**config.mk**
```make
export PLATFORM = sky130hd
export DESIGN_NAME = clock_supervisor
export DESIGN_NICKNAME = d
export VERILOG_FILES = /design/src/rtl/clock_supervisor.v
export VERILOG_INCLUDE_DIRS = /design/src /design/src/shared
export SDC_FILE = /design/constraint.sdc
export NUM_CORES = 1
export LEC_CHECK = 0
export ABC_AREA = 1
export BUFFER_PORTS_ARGS = -buffer_cell sky130_fd_sc_hd__buf_2
export CORE_ASPECT_RATIO = 2
export CORE_MARGIN = 8
export CORE_UTILIZATION = 60
export DETAILED_ROUTE_END_ITERATION = 10
export HOLD_SLACK_MARGIN = 0.06
export MAX_ROUTING_LAYER = met4
export PLACE_DENSITY = 0.79
export REMOVE_ABC_BUFFERS = 1
export SKIP_LAST_GASP = 1
export SLEW_MARGIN = 20
export SYNTH_ARGS = -nofsm -noshare
export SYNTH_HDL_FRONTEND = slang
export SYNTH_SLANG_ARGS = --single-unit
export TNS_END_PERCENT = 20
```
**constraint.sdc**
```tcl
create_clock -name i_clk -period 6.85 [get_ports i_clk]
set_input_delay 1.0275 -clock i_clk [delete_from_list [all_inputs] [get_ports i_clk]]
set_output_delay 1.0275 -clock i_clk [all_outputs]
set_load 0.03 [all_outputs]
```
**src/shared/clock_supervisor_regs.vh**
```
// Constants for the clock supervisor: register offsets, field positions, reset values, timing counts.
// Assumes a plain register port with one-cycle read latency and a 40 MHz system clock.
`ifndef CLOCK_SUPERVISOR_REGS_VH
`define CLOCK_SUPERVISOR_REGS_VH

// ----------------------------------------------------------------------------
// Register offsets
// ----------------------------------------------------------------------------
`define OFS_OSC_CTRL 4'h0
`define OFS_OSC_STATUS 4'h1
`define OFS_IRQ 4'h2
`define OFS_POWER_STATUS 4'h3
`define OFS_CONFIG 4'h4

// ----------------------------------------------------------------------------
// Field positions and encodings
// ----------------------------------------------------------------------------
`define CTRL_SCS_LSB 0
`define CTRL_INTERNAL_FREQ_SELECT_LSB 4
`define SCS_PRIMARY 2'b00
`define SCS_SECONDARY 2'b01
`define SCS_INTERNAL 2'b10
`define CFG_FAIL_MONITOR_ENABLE_BIT 0
`define CFG_IESO_BIT 1
`define CFG_MODE_LSB 2
`define MODE_LP 3'h0
`define MODE_XT 3'h1
`define MODE_HS 3'h2
`define MODE_EC 3'h3
`define MODE_RC 3'h4
`define MODE_INTERNAL_SLOW_RC 3'h5
`define RST_CTRL 8'h00
`define RST_CONFIG 8'h00

// ----------------------------------------------------------------------------
// Timing counts
// ----------------------------------------------------------------------------
`define OST_CYCLES 11'h400
`define HOLD_EDGES 4'h8
`define MON_DIV 7'h40
`define RC_FREQ_HZ 31250
`define CLK_FREQ_HZ 40000000

`endif

```
**src/rtl/clock_supervisor.v**
```verilog
// Clock supervisor: two-speed start-up, fail-safe clock monitor, sleep entry and wake rules.
// Assumes the slow RC clock, primary clock and secondary clock arrive as asynchronous pins,
// each much slower than i_clk, and that the core reports sleep and wake events as one-cycle pulses.
`timescale 1ns/1ps
`include "clock_supervisor_regs.vh"

//
// Contract
// - After reset or wake, execute from the slow internal RC at 31.25 kHz; code moves to primary at once unless two-speed start-up is on.
// - Start-up timer counts 1024 primary cycles before primary is stable.
// - On timer expiry, wait for RC falling edge, then set primary-running flag.
// - Hold system clock low for eight new-clock falling edges, then select primary.
// - Fail monitor works only when its configuration enable is set.
// - On failure raise fail flag and run from internal oscillator until fail-safe ends.
// - Fail-safe ends on reset, sleep, or any control register write.
// - In fail-safe the internal frequency follows the select field; software may switch.
// - Monitor sample clock is the slow RC divided by 64.
// - Latch clears on sample rise, sets on system falling edge; clear at fall fails.
// - Reset in fail-safe with crystal: run internal until 1024-cycle timer completes; code resets config_q to zero, so it selects primary at once.
// - Enabling the fail monitor also enables two-speed start-up.
// - Reset in fail-safe with external clock or RC returns to primary at once.
// - After fail-safe ends, keep monitoring; secondary failure switches to internal.
// - A detected failure forces the source select field to binary 10.
// - Crystal modes use internal clock until timer expiry, then RC samples again.
// - A crystal failing during the start-up timer is never flagged.
// - External clock, RC or internal RC primaries are monitored right after reset; code resets config_q to zero, so the monitor starts disabled.
// - Sleep clears watchdog, clears power-down flag, sets time-out, stops driver.
// - Wake on master clear, watchdog time-out or enabled interrupt.
// - Interrupt wake ignores global enable; with it set, vector after next instruction.
// - Sleep with an enabled interrupt pending acts as no-operation.
// - Any reset zeroes the internal frequency select field.
// - Two-speed start-up is off for non-crystal primary modes.
module clock_supervisor (
  input wire i_clk,
  input wire i_rst_n,
  input wire i_rc_clk,
  input wire i_primary_clk,
  input wire i_secondary_clk,
  input wire i_sleep_op,
  input wire i_watchdog_clear_op,
  input wire i_watchdog_timeout,
  input wire i_irq_pending,
  input wire i_global_irq_enable,
  input wire [3:0] i_addr,
  input wire [7:0] i_wdata,
  input wire i_wr,
  input wire i_rd,
  output reg [7:0] o_rdata,
  output reg [1:0] o_clk_sel,
  output reg o_clk_hold_low,
  output reg o_osc_driver_en,
  output reg o_sleeping,
  output reg o_watchdog_reset,
  output reg o_wake,
  output reg o_irq_vector,
  output reg o_osc_fail_irq
);

  // --------------------------------------------------------------------------
  // Reset release and pin synchronisers
  // --------------------------------------------------------------------------
  reg [1:0] rst_sync_q;
  wire rst_n;
  reg [2:0] pin_meta_q;
  reg [2:0] pin_sync_q;
  reg [2:0] pin_prev_q;
  wire rc_fall;
  wire pri_fall;
  wire sec_fall;

  always @(posedge i_clk or negedge i_rst_n) begin
    if (!i_rst_n) begin
      rst_sync_q <= 2'b00;
    end else begin
      rst_sync_q <= {rst_sync_q[0], 1'b1};
    end
  end
  assign rst_n = rst_sync_q[1];

  always @(posedge i_clk or negedge rst_n) begin
    if (!rst_n) begin
      pin_meta_q <= 3'b000;
      pin_sync_q <= 3'b000;
      pin_prev_q <= 3'b000;
    end else begin
      pin_meta_q <= {i_secondary_clk, i_primary_clk, i_rc_clk};
      pin_sync_q <= pin_meta_q;
      pin_prev_q <= pin_sync_q;
    end
  end
  assign rc_fall = pin_prev_q[0] & ~pin_sync_q[0];
  assign pri_fall = pin_prev_q[1] & ~pin_sync_q[1];
  assign sec_fall = pin_prev_q[2] & ~pin_sync_q[2];

  // --------------------------------------------------------------------------
  // Registers and state
  // --------------------------------------------------------------------------
  localparam [4:0] ST_INTERNAL = 5'b00001;
  localparam [4:0] ST_OST = 5'b00010;
  localparam [4:0] ST_WAIT_RC = 5'b00100;
  localparam [4:0] ST_HOLD = 5'b01000;
  localparam [4:0] ST_PRIMARY = 5'b10000;
  // Reset image of the control register; each field takes only its own slice of it.
  localparam [7:0] CTRL_RESET = `RST_CTRL;

  reg [4:0] state_q;
  reg [1:0] scs_q;
  reg [2:0] internal_freq_select_q;
  reg [7:0] config_q;
  reg running_flag_q;
  reg fail_flag_q;
  reg fail_irq_en_q;
  reg failsafe_q;
  reg powerdown_n_q;
  reg timeout_n_q;
  reg [10:0] ost_cnt_q;
  reg [3:0] hold_cnt_q;
  reg [5:0] div_cnt_q;
  reg sample_q;
  reg latch_q;
  reg fault_seen_q;

  wire fail_monitor_enable = config_q[`CFG_FAIL_MONITOR_ENABLE_BIT];
  wire [2:0] pri_mode = config_q[`CFG_MODE_LSB+2:`CFG_MODE_LSB];
  wire crystal = (pri_mode == `MODE_LP) || (pri_mode == `MODE_XT) || (pri_mode == `MODE_HS);
  // Two-speed start-up only makes sense for crystals; the monitor forces it on.
  wire two_speed = crystal && (config_q[`CFG_IESO_BIT] || fail_monitor_enable);
  wire ctrl_wr = i_wr && (i_addr == `OFS_OSC_CTRL);
  wire irq_wr = i_wr && (i_addr == `OFS_IRQ);
  wire sleep_nop = i_sleep_op && i_irq_pending;
  wire sleep_take = i_sleep_op && !i_irq_pending;
  wire wake_evt = o_sleeping && (i_watchdog_timeout || i_irq_pending);
  wire on_primary = (scs_q == `SCS_PRIMARY) && !failsafe_q;
  wire mon_active = fail_monitor_enable && !o_sleeping && ((state_q == ST_PRIMARY) || (scs_q == `SCS_SECONDARY));
  wire sample_fall_div;
  wire sample_rise_div;
  wire fail_detect;

  // --------------------------------------------------------------------------
  // Monitor sample clock and latch
  // --------------------------------------------------------------------------
  // The divided clock toggles every 32 RC falls, giving a period of 64 RC cycles.
  always @(posedge i_clk or negedge rst_n) begin
    if (!rst_n) begin
      div_cnt_q <= 6'h00;
      sample_q <= 1'b0;
    end else if (rc_fall) begin
      div_cnt_q <= div_cnt_q + 6'h01;
      if (div_cnt_q == (`MON_DIV / 2) - 1) begin
        div_cnt_q <= 6'h00;
        sample_q <= ~sample_q;
      end
    end
  end
  assign sample_rise_div = rc_fall && (div_cnt_q == (`MON_DIV / 2) - 1) && !sample_q;
  assign sample_fall_div = rc_fall && (div_cnt_q == (`MON_DIV / 2) - 1) && sample_q;

  // A system edge in the same cycle as the sample rise still counts for the new window.
  always @(posedge i_clk or negedge rst_n) begin
    if (!rst_n) begin
      latch_q <= 1'b0;
    end else if ((scs_q == `SCS_SECONDARY) ? sec_fall : pri_fall) begin
      latch_q <= 1'b1;
    end else if (sample_rise_div) begin
      latch_q <= 1'b0;
    end
  end

  // The first window after monitoring starts is skipped so a fresh latch cannot misfire.
  always @(posedge i_clk or negedge rst_n) begin
    if (!rst_n) begin
      fault_seen_q <= 1'b0;
    end else if (!mon_active) begin
      fault_seen_q <= 1'b0;
    end else if (sample_rise_div) begin
      fault_seen_q <= 1'b1;
    end
  end
  // During the start-up timer the monitor is idle, so a dead crystal raises nothing.
  assign fail_detect = mon_active && fault_seen_q && sample_fall_div && !latch_q && !failsafe_q;

  // --------------------------------------------------------------------------
  // Start-up sequence and clock selection
  // --------------------------------------------------------------------------
  always @(posedge i_clk or negedge rst_n) begin
    if (!rst_n) begin
      state_q <= ST_INTERNAL;
      ost_cnt_q <= 11'h000;
      hold_cnt_q <= 4'h0;
      running_flag_q <= 1'b0;
      failsafe_q <= 1'b0;
    end else begin
      if (fail_detect) begin
        failsafe_q <= 1'b1;
        state_q <= ST_INTERNAL;
        running_flag_q <= 1'b0;
      end else if (ctrl_wr || sleep_take) begin
        failsafe_q <= 1'b0;
        running_flag_q <= 1'b0;
        state_q <= ST_INTERNAL;
      end else begin
        case (state_q)
          ST_INTERNAL: begin
            if (on_primary && !o_sleeping) begin
              ost_cnt_q <= 11'h000;
              // Without a crystal there is nothing to stabilise.
              state_q <= two_speed ? ST_OST : ST_PRIMARY;
              running_flag_q <= !two_speed;
            end
          end
          ST_OST: begin
            if (pri_fall) begin
              ost_cnt_q <= ost_cnt_q + 11'h001;
              if (ost_cnt_q == `OST_CYCLES - 11'h001) begin
                state_q <= ST_WAIT_RC;
              end
            end
          end
          ST_WAIT_RC: begin
            if (rc_fall) begin
              running_flag_q <= 1'b1;
              hold_cnt_q <= 4'h0;
              state_q <= ST_HOLD;
            end
          end
          ST_HOLD: begin
            if (pri_fall) begin
              hold_cnt_q <= hold_cnt_q + 4'h1;
              if (hold_cnt_q == `HOLD_EDGES - 4'h1) begin
                state_q <= ST_PRIMARY;
              end
            end
          end
          ST_PRIMARY: begin
            state_q <= ST_PRIMARY;
          end
          default: begin
            state_q <= ST_INTERNAL;
          end
        endcase
      end
    end
  end

  // --------------------------------------------------------------------------
  // Software registers
  // --------------------------------------------------------------------------
  // After reset both fields are zero, so the core selects the primary and the internal clock is the RC at 31.25 kHz.
  always @(posedge i_clk or negedge rst_n) begin
    if (!rst_n) begin
      scs_q <= CTRL_RESET[`CTRL_SCS_LSB+1:`CTRL_SCS_LSB];
      internal_freq_select_q <= CTRL_RESET[`CTRL_INTERNAL_FREQ_SELECT_LSB+2:`CTRL_INTERNAL_FREQ_SELECT_LSB];
      config_q <= `RST_CONFIG;
      fail_flag_q <= 1'b0;
      fail_irq_en_q <= 1'b0;
    end else begin
      if (fail_detect) begin
        scs_q <= `SCS_INTERNAL;
      end else if (ctrl_wr) begin
        scs_q <= i_wdata[`CTRL_SCS_LSB+1:`CTRL_SCS_LSB];
        internal_freq_select_q <= i_wdata[`CTRL_INTERNAL_FREQ_SELECT_LSB+2:`CTRL_INTERNAL_FREQ_SELECT_LSB];
      end
      if (i_wr && (i_addr == `OFS_CONFIG)) begin
        config_q <= i_wdata;
      end
      if (irq_wr) begin
        fail_irq_en_q <= i_wdata[1];
      end
      // The set wins; the clear leaves the fail-safe clock in place.
      if (fail_detect) begin
        fail_flag_q <= 1'b1;
      end else if (irq_wr && i_wdata[0]) begin
        fail_flag_q <= 1'b0;
      end
    end
  end

  // --------------------------------------------------------------------------
  // Sleep and wake
  // --------------------------------------------------------------------------
  always @(posedge i_clk or negedge rst_n) begin
    if (!rst_n) begin
      o_sleeping <= 1'b0;
      powerdown_n_q <= 1'b1;
      timeout_n_q <= 1'b1;
      o_wake <= 1'b0;
      o_irq_vector <= 1'b0;
      o_watchdog_reset <= 1'b0;
    end else begin
      o_wake <= wake_evt;
      o_irq_vector <= wake_evt && !i_watchdog_timeout && i_global_irq_enable;
      o_watchdog_reset <= (sleep_take && !o_sleeping) || i_watchdog_clear_op || fail_detect;
      if (sleep_take && !o_sleeping) begin
        o_sleeping <= 1'b1;
        powerdown_n_q <= 1'b0;
        timeout_n_q <= 1'b1;
      end else if (wake_evt) begin
        o_sleeping <= 1'b0;
        if (i_watchdog_timeout) begin
          timeout_n_q <= 1'b0;
        end
      end else if (i_watchdog_clear_op) begin
        powerdown_n_q <= 1'b1;
        timeout_n_q <= 1'b1;
      end
    end
  end

  // --------------------------------------------------------------------------
  // Outputs and read port
  // --------------------------------------------------------------------------
  always @(posedge i_clk or negedge rst_n) begin
    if (!rst_n) begin
      o_clk_sel <= `SCS_INTERNAL;
      o_clk_hold_low <= 1'b0;
      o_osc_driver_en <= 1'b1;
      o_osc_fail_irq <= 1'b0;
      o_rdata <= 8'h00;
    end else begin
      o_clk_sel <= (o_sleeping || (on_primary && state_q != ST_PRIMARY) || failsafe_q) ?
                   `SCS_INTERNAL : scs_q;
      o_clk_hold_low <= (state_q == ST_HOLD);
      o_osc_driver_en <= !o_sleeping && !(sleep_take && !o_sleeping);
      o_osc_fail_irq <= fail_flag_q && fail_irq_en_q;
      o_rdata <= 8'h00;
      if (i_rd) begin
        case (i_addr)
          `OFS_OSC_CTRL: o_rdata <= {1'b0, internal_freq_select_q, 2'b00, scs_q};
          `OFS_OSC_STATUS: o_rdata <= {4'h0, sleep_nop, o_sleeping, failsafe_q, running_flag_q};
          `OFS_IRQ: o_rdata <= {6'h00, fail_irq_en_q, fail_flag_q};
          `OFS_POWER_STATUS: o_rdata <= {6'h00, timeout_n_q, powerdown_n_q};
          `OFS_CONFIG: o_rdata <= config_q;
          default: o_rdata <= 8'h00;
        endcase
      end
    end
  end

endmodule

```
==> flow_metrics.env, run 1 <==
export IMPL_cp_arrival_ns=2.43
export IMPL_powerDensity_mw_per_mm2=351.5
export IMPL_synthDistinctLibCells=38
export IMPL_cts_buffers=9
export IMPL_slew_violations=0
export IMPL_drtIter0Drc=175
export IMPL_critPathLaunchType="input pin"
export IMPL_grt_max_degree=75
export IMPL_synth_seq_cells=76
export IMPL_cts_sinks=76
export IMPL_post_drt_wl_per_cell_um=15.04
export IMPL_multi_input_area_mm2=0.001556
export IMPL_gp_congestion=0.8994
export IMPL_hp_class="reg -> reg"
export IMPL_grt_pass1_wl_um=13210
export IMPL_mappedNetlistArea_mm2=0.003697
export IMPL_drc=0
export IMPL_grt_pass1_vias=2944
export IMPL_track_usage_pct=19.11
export IMPL_status="complete, no violations"
export IMPL_cts_resized=0
export IMPL_grt_ovfl_total=0
export IMPL_port_buffers=40
export IMPL_fin_skew_ns=0.01266
export IMPL_drt_pass1_iter_count=5
export IMPL_row_count=40
export IMPL_synthCells=410
export IMPL_die_y_um=127.0
export IMPL_nFillCells=466
export IMPL_critPathKind="in -> reg"
export IMPL_max_slew_margin_rel_pct=39.03
export IMPL_finalCriticalPeriod_ns=2.211
export IMPL_wirelength_um=7911
export IMPL_end_kind="flip-flop"
export IMPL_antennaDiodeCount=0
export IMPL_drv_cap=0
export IMPL_nNetsFinal=485
export IMPL_ant_nets=0
export IMPL_fmax_mhz=452.3
export IMPL_seqCellArea_mm2=0.001909
export IMPL_crit_family="simple AND/OR/NAND/NOR gates"
export IMPL_cts_buffer_depth=2
export IMPL_drive_above_1_share_pct=26.35
export IMPL_worst_path_buf_inv=1
export IMPL_rsz0062_at_grt="false"
export IMPL_holdBufCountCts=0
export IMPL_p_leak_nw=2.188
export IMPL_max_stage_delay_ns=0.51
export IMPL_area_delta_synth_final_pct=15.60
export IMPL_start_util_pct=61.56
export IMPL_yosysTopAreaCell="dfrtp_1"
export IMPL_clk_latency_ns=0.34
export IMPL_pin_count=41
export IMPL_setup_ws_ns=4.639
export IMPL_setup_viol=0
export IMPL_hold_viol=0
export IMPL_crit_chain="buf_2 -> nor2_1 -> nand3_2 -> nand2_2 -> o21bai_4 -> nor2_8 -> nand3_1 -> nand2_1"
export IMPL_post_cts_buffers=0
export IMPL_fin_crit_sh_pct=32.28
export IMPL_die_w_um=71.51
export IMPL_fin_tns_setup_ns=0
export IMPL_hpwl_um=5780
export IMPL_cp_required_ns=7.07
export IMPL_die_area_mm2=0.009082
export IMPL_seq_area_frac_synth_pct=51.61
export IMPL_post_place_ws_ns=4.309
export IMPL_ys_warn_count=0
export IMPL_clk_pin_slew_ns=0.05
export IMPL_htreeDepth=3
export IMPL_synth_avg_cell_area_um2=9.018
export IMPL_vdd_drop_max_uv=250.6
export IMPL_viasPerCell=5.548
export IMPL_clockRootBuffer="clkbuf_16"
export IMPL_cts_tree="done"
export IMPL_design_core_area_mm2=0.006006
export IMPL_cp_max_fo=11
export IMPL_antenna_found_initial=0
export IMPL_dr_total_vias=2918
export IMPL_synth_area_leaders="dfrtp_1 48%, nand2_1 9.0%, inv_1 4.5%"
export IMPL_yosys_area_top_type_share_pct=48.05
export IMPL_worst_path_max_delay_cell="nor2_1"
export IMPL_worst_slew_pin_slew_ns=0.9146
where the power goes:
group / switching [mW] / internal, mW
clock: 0.180 / 0.328
combinational: 0.279 / 0.133
sequential: 0.0589 / 0.524
synth_stat cells:
cell type,instances
a21boi_2,1
a21oi_1,14
a31oi_1,3
buf_12,1
buf_2,2
buf_4,1
clkinv_1,1
conb_1,1
dfrtp_1,71
dfstp_2,5
ha_1,3
inv_1,44
inv_2,7
mux2_2,3
nand2_1,89
nand2_2,15
nand2_4,3
nand3_1,28
nand3_2,5
nand3b_1,1
nand4_1,12
nand4_4,1
nor2_1,33
nor2_2,8
nor2_4,5
nor2_8,2
nor3_1,3
nor3b_1,5
o21a_1,1
o21ai_0,18
o21ai_2,6
o21bai_4,1
o22ai_1,2
or2_1,1
or2_2,2
or3_1,1
xnor2_1,5
xor2_1,6
state kept, by name (all words and copies together) (netlist names), 2 cells and up:
| name | count |
|---|---|
| ost_cnt_q | 11 |
| config_q | 8 |
| o_rdata | 8 |
| div_cnt_q | 6 |
| state_q | 5 |
| hold_cnt_q | 4 |
| internal_freq_select_q | 3 |
| pin_meta_q | 3 |
| pin_prev_q | 3 |
| pin_sync_q | 3 |
| o_clk_sel | 2 |
| rst_sync_q | 2 |
| scs_q | 2 |
path summary, 6_finish.rpt:
check	to	slack [ns]	cells past startpoint	start
worst min-delay path	pin_sync_q[2]	0.35	0	pin_meta_q[2]
max in group asynchronous	pin_sync_q[0]	5.77	1	rst_sync_q[1]
worst max-delay path	ost_cnt_q[5]	4.64	8	i_addr[2]
worst min register to register	pin_sync_q[2]	0.35	0	pin_meta_q[2]
min in group asynchronous	rst_sync_q[1]	0.47	1	i_rst_n
worst max register to register	internal_freq_select_q[2]	5.06	9	div_cnt_q[0]
final cells by class:
cell class | instances | share of cell area, %
timing repair buffer | 41 | 4.859
tap | 63 | 1.844
multi-input combinational | 278 | 36.42
sequential | 76 | 44.67
clock inverter | 6 | 2.049
inverter | 52 | 4.567
clock buffer | 10 | 5.591
kinds of logic (layout without fill, tap and decap cells):
| group | Yosys count | in the layout | share of synthesized area (%) |
|---|---|---|---|
| AOI/OAI and AO/OA | 46 | 46 | 7.614 |
| xor gates and xnor gates | 11 | 11 | 2.606 |
| adders and majority gates | 3 | 3 | 1.015 |
| buffers and inverters | 56 | 109 | 6.295 |
| DFF | 76 | 76 | 51.61 |
| muxes | 3 | 3 | 0.9136 |
| other | 1 | 1 | 0.1014 |
| and+or+nand+nor | 214 | 214 | 29.85 |
stage by stage:
step	util (%)	hold WS, ns	instance area [um2]	total power, mW	instances
after floorplan	-	0.3312	3660	0.8933	406
after global placement	65.73	0.3323	3948	0.9812	510
after detailed placement	65.73	0.3387	3948	0.9957	510
after CTS	71.17	0.3490	4274	1.512	526
after global routing	71.17	0.3748	4274	1.577	526
final	71.17	0.3489	4274	1.502	526
per-layer routing:
layer	vias to the layer above	global-route usage [%]	routed length [um]
met2	78	33.88	4584
met1	1412	18.69	2872
li1	1414	-	-
met4	0	9.697	162
met3	14	4.624	291
met5	-	-	0
cells in the final DEF, fill, tap and decap left out, drive strengths merged:
cell type  Yosys  final
conb           1      1
nand4         13     13
bufinv         0      2
inv           51     51
clkinv         1      2
clkbuf         0     10
o22ai          2      2
dfstp          5      5
nand3b         1      1
nand2        107    107
nor2          48     48
nor3           3      3
mux2           3      3
a21oi         14     14
a21boi         1      1
ha             3      3
or2            3      3
buf            4     41
o21ai         24     24
nor3b          5      5
xor2           6      6
xnor2          5      5
o21bai         1      1
dfrtp         71     71
clkinvlp       0      3
a31oi          3      3
nand3         33     33
o21a           1      1
or3            1      1
Power figures use the tool's default switching activity.
==> run 2: changes to the inputs <==
CORE_UTILIZATION = 58   (was 60)
PLACE_DENSITY = 0.77   (was 0.79)
clock period = 2.3 ns   (was 6.85 ns; I/O delays follow)
==> flow_metrics.env, run 2 (same netlist as run 1, synthesis figures left out) <==
export IMPL_status="complete, no violations"
export IMPL_worst_path_max_delay_cell="dfrtp_1"
export IMPL_antenna_found_initial=0
export IMPL_r2r_end="scs_q[1]"
export IMPL_seqCellArea_mm2=0.001909
export IMPL_drv_cap=0
export IMPL_r2r_start="div_cnt_q[0]"
export IMPL_nNetsFinal=487
export IMPL_post_route_util_pct=68.73
export IMPL_cp_required_ns=2.53
export IMPL_cts_resized=0
export IMPL_wirelength_um=8118
export IMPL_drtIter0Drc=189
export IMPL_pwr_share_comb_pct=27.9
export IMPL_reg_largest_list="ost_cnt_q (11), config_q (8), o_rdata (8)"
export IMPL_design_core_area_mm2=0.006259
export IMPL_grt_pass1_wl_um=13680
export IMPL_port_buffers=40
export IMPL_p_seq_share_pct=40.0
export IMPL_row_count=41
export IMPL_cts_sinks=76
export IMPL_cts_buffers=9
export IMPL_p_int_mw=2.823
export IMPL_largest_register="ost_cnt_q"
export IMPL_p_leak_nw=2.196
export IMPL_layout_commonest_cell="nand2_1"
export IMPL_drive_above_1_share_pct=26.24
export IMPL_die_y_um=128.9
export IMPL_fin_skew_ns=0.006014
export IMPL_critPathKind="reg -> reg"
export IMPL_max_stage_delay_ns=0.42
export IMPL_multi_input_area_mm2=0.001556
export IMPL_antennaDiodeCount=0
export IMPL_dp_cells=534
export IMPL_crit_path_frequent_cell="nand2_1"
export IMPL_critPathLaunchType="flip-flop"
export IMPL_ant_nets=0
export IMPL_fmax_mhz=559.7
export IMPL_grt_max_degree=75
export IMPL_cp_arrival_ns=2.01
export IMPL_area_delta_synth_final_pct=16.35
export IMPL_layout_common_cells="89 x nand2_1, 70 x dfrtp_1, 44 x inv_1"
export IMPL_crit_start="div_cnt_q[0]"
export IMPL_start_util_pct=59.08
export IMPL_post_drt_wl_per_cell_um=14.73
export IMPL_hold_viol=0
export IMPL_powerDensity_mw_per_mm2=1005
export IMPL_stdcell_count=551
export IMPL_crit_chain="ha_1 -> nand2_1 -> nor2_1 -> nand3_2 -> clkinv_1 -> nand2_4 -> nand2_1 -> o21ai_0 -> inv_1"
export IMPL_drc=0
export IMPL_holdBufCountCts=1
export IMPL_grt_ovfl_total=0
export IMPL_die_area_mm2=0.009340
export IMPL_hp_class="in -> reg"
export IMPL_clk_pin_slew_ns=0.06
export IMPL_switching_share_pct=34.69
export IMPL_htreeDepth=3
export IMPL_p_sw_mw=1.500
export IMPL_r2r_setup_slack_ns=0.51
export IMPL_clockRootBuffer="clkbuf_16"
export IMPL_drt_pass1_iter_count=4
export IMPL_hpwl_um=5997
export IMPL_pin_count=41
export IMPL_finalCriticalPeriod_ns=1.787
export IMPL_track_usage_pct=19.60
export IMPL_cts_buffer_depth=2
export IMPL_clk_latency_ns=0.33
export IMPL_fin_tns_setup_ns=0
export IMPL_cp_endpoint="scs_q[1]"
export IMPL_vdd_drop_max_uv=733.5
export IMPL_dr_total_vias=2877
export IMPL_slew_violations=0
export IMPL_fin_crit_sh_pct=77.68
export IMPL_largest_register_ffs=11
export IMPL_nFillCells=535
export IMPL_grt_pass1_vias=3007
export IMPL_die_w_um=72.46
export IMPL_post_cts_buffers=0
export IMPL_cts_tree="done"
export IMPL_setup_viol=0
export IMPL_viasPerCell=5.221
export IMPL_gp_congestion=0.8946
export IMPL_cp_max_fo=8
export IMPL_rr_worst_depth=9
export IMPL_clkPwrFrac_pct=32.0
export IMPL_rsz0062_at_grt="false"
export IMPL_end_kind="flip-flop"
-- run 2: cell types whose count changed in the layout (fill, tap and decap cells not counted) --
cell,before,now
clkinv_2,1,3
buf_12,0,1
bufinv_16,2,1
clkinvlp_4,3,1
dlygate4sd3_1,0,1
clkbuf_1,0,1
-- run 2: per-layer routing --
metal | global-route usage [%] | wire length, um
met4 | 11.16 | 312
met1 | 18.43 | 2916
met2 | 35.21 | 4604
met5 | - | 0
met3 | 4.287 | 285
-- run 2: worst max-delay path: cells and delay by family (launching register included) --
kind / cells / cell delay [ns]
flip-flops: 1 / 0.42
adder cells (fa/ha/maj): 1 / 0.25
AND/OR/NAND/NOR: 5 / 0.60
buffers and inverters: 2 / 0.19
AO/OA/AOI/OAI: 1 / 0.21
-- run 2: area by class of cell --
cell class,instances,share of cell area (%)
clock inverters,5,1.222
multi-input cells,278,36.18
well taps,86,2.501
flip-flops and latches,76,44.39
inverters,52,4.538
repair buffers,43,5.526
clock buffers,11,5.643
-- run 2: power groups by stage --
stage               sequential, mW  clock, mW  combinational, mW
floorplan                     1.81          0              0.852
global placement              1.74          0               1.18
detailed placement            1.75          0               1.21
CTS                           1.73       1.42               1.22
global route                  1.76       1.46               1.34
finish                        1.73       1.39               1.21
-- run 2: worst min-delay path by stage --
stage / end / slack, ns / depth (start not counted) / startpoint
6_report: pin_meta_q[2] / 0.12 / 1 / i_secondary_clk
5_1_grt: pin_meta_q[2] / 0.10 / 1 / i_secondary_clk
4_1_cts: pin_meta_q[2] / 0.10 / 1 / i_secondary_clk
3_3_place_gp: rst_sync_q[0] / 0.13 / 1 / i_rst_n
2_1_floorplan: rst_sync_q[0] / 0.05 / 0 / i_rst_n
3_5_place_dp: rst_sync_q[0] / 0.13 / 1 / i_rst_n
-- run 2: through the flow --
| stage | hold WS [ns] | worst slack, ns | total power [mW] | cell area, um2 |
|---|---|---|---|---|
| floorplan | 0.04941 | 0.03546 | 2.660 | 3660 |
| global placement | 0.1295 | 0.5893 | 2.925 | 3996 |
| detailed placement | 0.1310 | 0.5458 | 2.957 | 3996 |
| CTS | 0.1023 | 0.5082 | 4.366 | 4302 |
| global route | 0.1035 | 0.3627 | 4.560 | 4302 |
| finish | 0.1153 | 0.5133 | 4.323 | 4302 |
==> run 3: changes to the inputs <==
CORE_UTILIZATION = 53   (was 58)
PLACE_DENSITY = 0.74   (was 0.77)
clock period = 1.5 ns   (was 2.3 ns; I/O delays follow)
==> flow_metrics.env, run 3 (same netlist as run 1, synthesis figures left out) <==
export IMPL_gp_congestion=0.8527
export IMPL_fin_skew_ns=0.004629
export IMPL_setup_viol=1
export IMPL_drc=0
export IMPL_hp_class="in -> reg"
export IMPL_nFillCells=523
export IMPL_viasPerCell=5.075
export IMPL_cp_required_ns=1.71
export IMPL_cts_buffers=9
export IMPL_cts_sinks=76
export IMPL_reg_largest_list="ost_cnt_q (11), config_q (8), o_rdata (8)"
export IMPL_die_y_um=134.1
export IMPL_critPathKind="reg -> reg"
export IMPL_layout_common_cells="83 x nand2_1, 69 x dfrtp_1, 44 x inv_1"
export IMPL_finalCriticalPeriod_ns=1.518
export IMPL_start_util_pct=54.11
export IMPL_fin_crit_sh_pct=101.2
export IMPL_fmax_mhz=658.9
export IMPL_largest_register_ffs=11
export IMPL_grt_pass1_wl_um=14500
export IMPL_drt_pass1_iter_count=5
export IMPL_grt_pass1_vias=3141
export IMPL_post_drt_wl_per_cell_um=14.10
export IMPL_htreeDepth=3
export IMPL_dr_total_vias=3055
export IMPL_seqCellArea_mm2=0.001911
export IMPL_layout_commonest_cell="nand2_1"
export IMPL_fin_tns_setup_ns=-0.01758
export IMPL_post_route_util_pct=69.55
export IMPL_status="finished, violations left"
export IMPL_grt_max_degree=37
export IMPL_cts_tree="done"
export IMPL_clockRootBuffer="clkbuf_16"
export IMPL_cp_max_fo=4
export IMPL_r2r_start="state_q[0]"
export IMPL_setup_ws_ns=-0.01758
export IMPL_clk_latency_ns=0.33
export IMPL_slew_violations=0
export IMPL_grt_ovfl_total=0
export IMPL_pin_count=41
export IMPL_rsz0062_at_grt="true"
export IMPL_violations="negative setup slack"
export IMPL_hold_viol=0
export IMPL_powerDensity_mw_per_mm2=1509
export IMPL_die_area_mm2=0.01007
export IMPL_drtIter0Drc=180
export IMPL_cp_arrival_ns=1.72
export IMPL_die_w_um=75.06
export IMPL_hpwl_um=5812
export IMPL_wirelength_um=8487
export IMPL_drv_cap=0
export IMPL_largest_register="ost_cnt_q"
export IMPL_critPathLaunchType="flip-flop"
export IMPL_min_from="i_watchdog_timeout"
export IMPL_clk_pin_slew_ns=0.06
export IMPL_crit_start="state_q[0]"
export IMPL_row_count=43
export IMPL_cts_buffer_depth=2
export IMPL_area_delta_synth_final_pct=28.53
export IMPL_nNetsFinal=534
export IMPL_track_usage_pct=19.25
export IMPL_ant_nets=0
export IMPL_antenna_found_initial=0
export IMPL_multi_input_area_mm2=0.001650
export IMPL_design_core_area_mm2=0.006833
export IMPL_vdd_drop_max_uv=1257
export IMPL_drive_above_1_share_pct=34.77
export IMPL_port_buffers=40
export IMPL_antennaDiodeCount=0
export IMPL_r2r_setup_slack_ns=-0.02
export IMPL_end_kind="flip-flop"
export IMPL_p_leak_nw=2.427
## run 3: cell types whose count changed in the layout (fill, tap and decap cells not counted), moves of 3 or more
cell           previous run  this run
nor2_4                    5        10
clkbuf_1                  1         4
nor2_1                   33        30
nand2_1                  89        83
dlygate4sd3_1             1         4
nand2_2                  15        22
buf_4                     1        42
## run 3: timing repair
item | 4_1_cts | 5_1_grt
resized for setup | 14 | 11
hold endpoints to repair | 5 | 0
hold buffers | 4 | 0
buffers inserted | 5 | 5
endpoints found under the setup margin | 21 | 29
pin swaps | 11 | 5
cloned | 0 | 1
## run 3: per-stage QoR
step           hold WS [ns]  power (mW)  setup WS, ns  std cells  cell area [um2]
2_1_floorplan      -0.07059       4.079       -0.7645        406             3660
6_report            0.08492       7.171      -0.01758        602             4752
5_1_grt             0.09416       7.605       -0.1549        602             4752
3_3_place_gp        0.01217       4.816      -0.06800        571             4262
3_5_place_dp        0.01277       4.857       -0.1446        571             4262
4_1_cts             0.06969       7.081     -0.009711        596             4672
## run 3: cell type report
type                       instances  share of cell area [%]
clock buffer                      14                   5.345
clock inverter                     2                  0.2633
inverter                          52                   4.134
multi-input combinational        279                   34.73
sequential                        76                   40.21
tap                               90                   2.370
timing repair buffer              89                   12.95
## run 3: report_power, final
group	total [mW]	internal (mW)	switching, mW
clock	1.93	1.16	0.767
sequential	2.64	2.40	0.246
combinational	2.60	1.09	1.51
## run 3: routing by layer
metal	vias up	share of wire, %	track usage [%]
met5	-	0	-
met1	1474	42	22.37
li1	1516	-	-
met3	16	2.8	3.889
met2	49	53	30.08
met4	0	2.5	9.890
## run 3: path summary, 6_finish.rpt
check	endpoint	depth (start not counted)
worst max-delay path	state_q[1]	9
worst min-delay path	o_irq_vector	2
worst max register to register	state_q[1]	9
worst min register to register	internal_freq_select_q[0]	0
max in group asynchronous	timeout_n_q	1
min in group asynchronous	internal_freq_select_q[0]	0
## run 3: critical path: stages (launching register included)
cell and delay, ns:
dfstp_2 0.56, buf_4 0.11, nor2_2 0.04, buf_4 0.14, nand3_4 0.09, nand2_2 0.08, nor2_4 0.13, nand2_2 0.10
nand2_1 0.07, a21oi_1 0.05
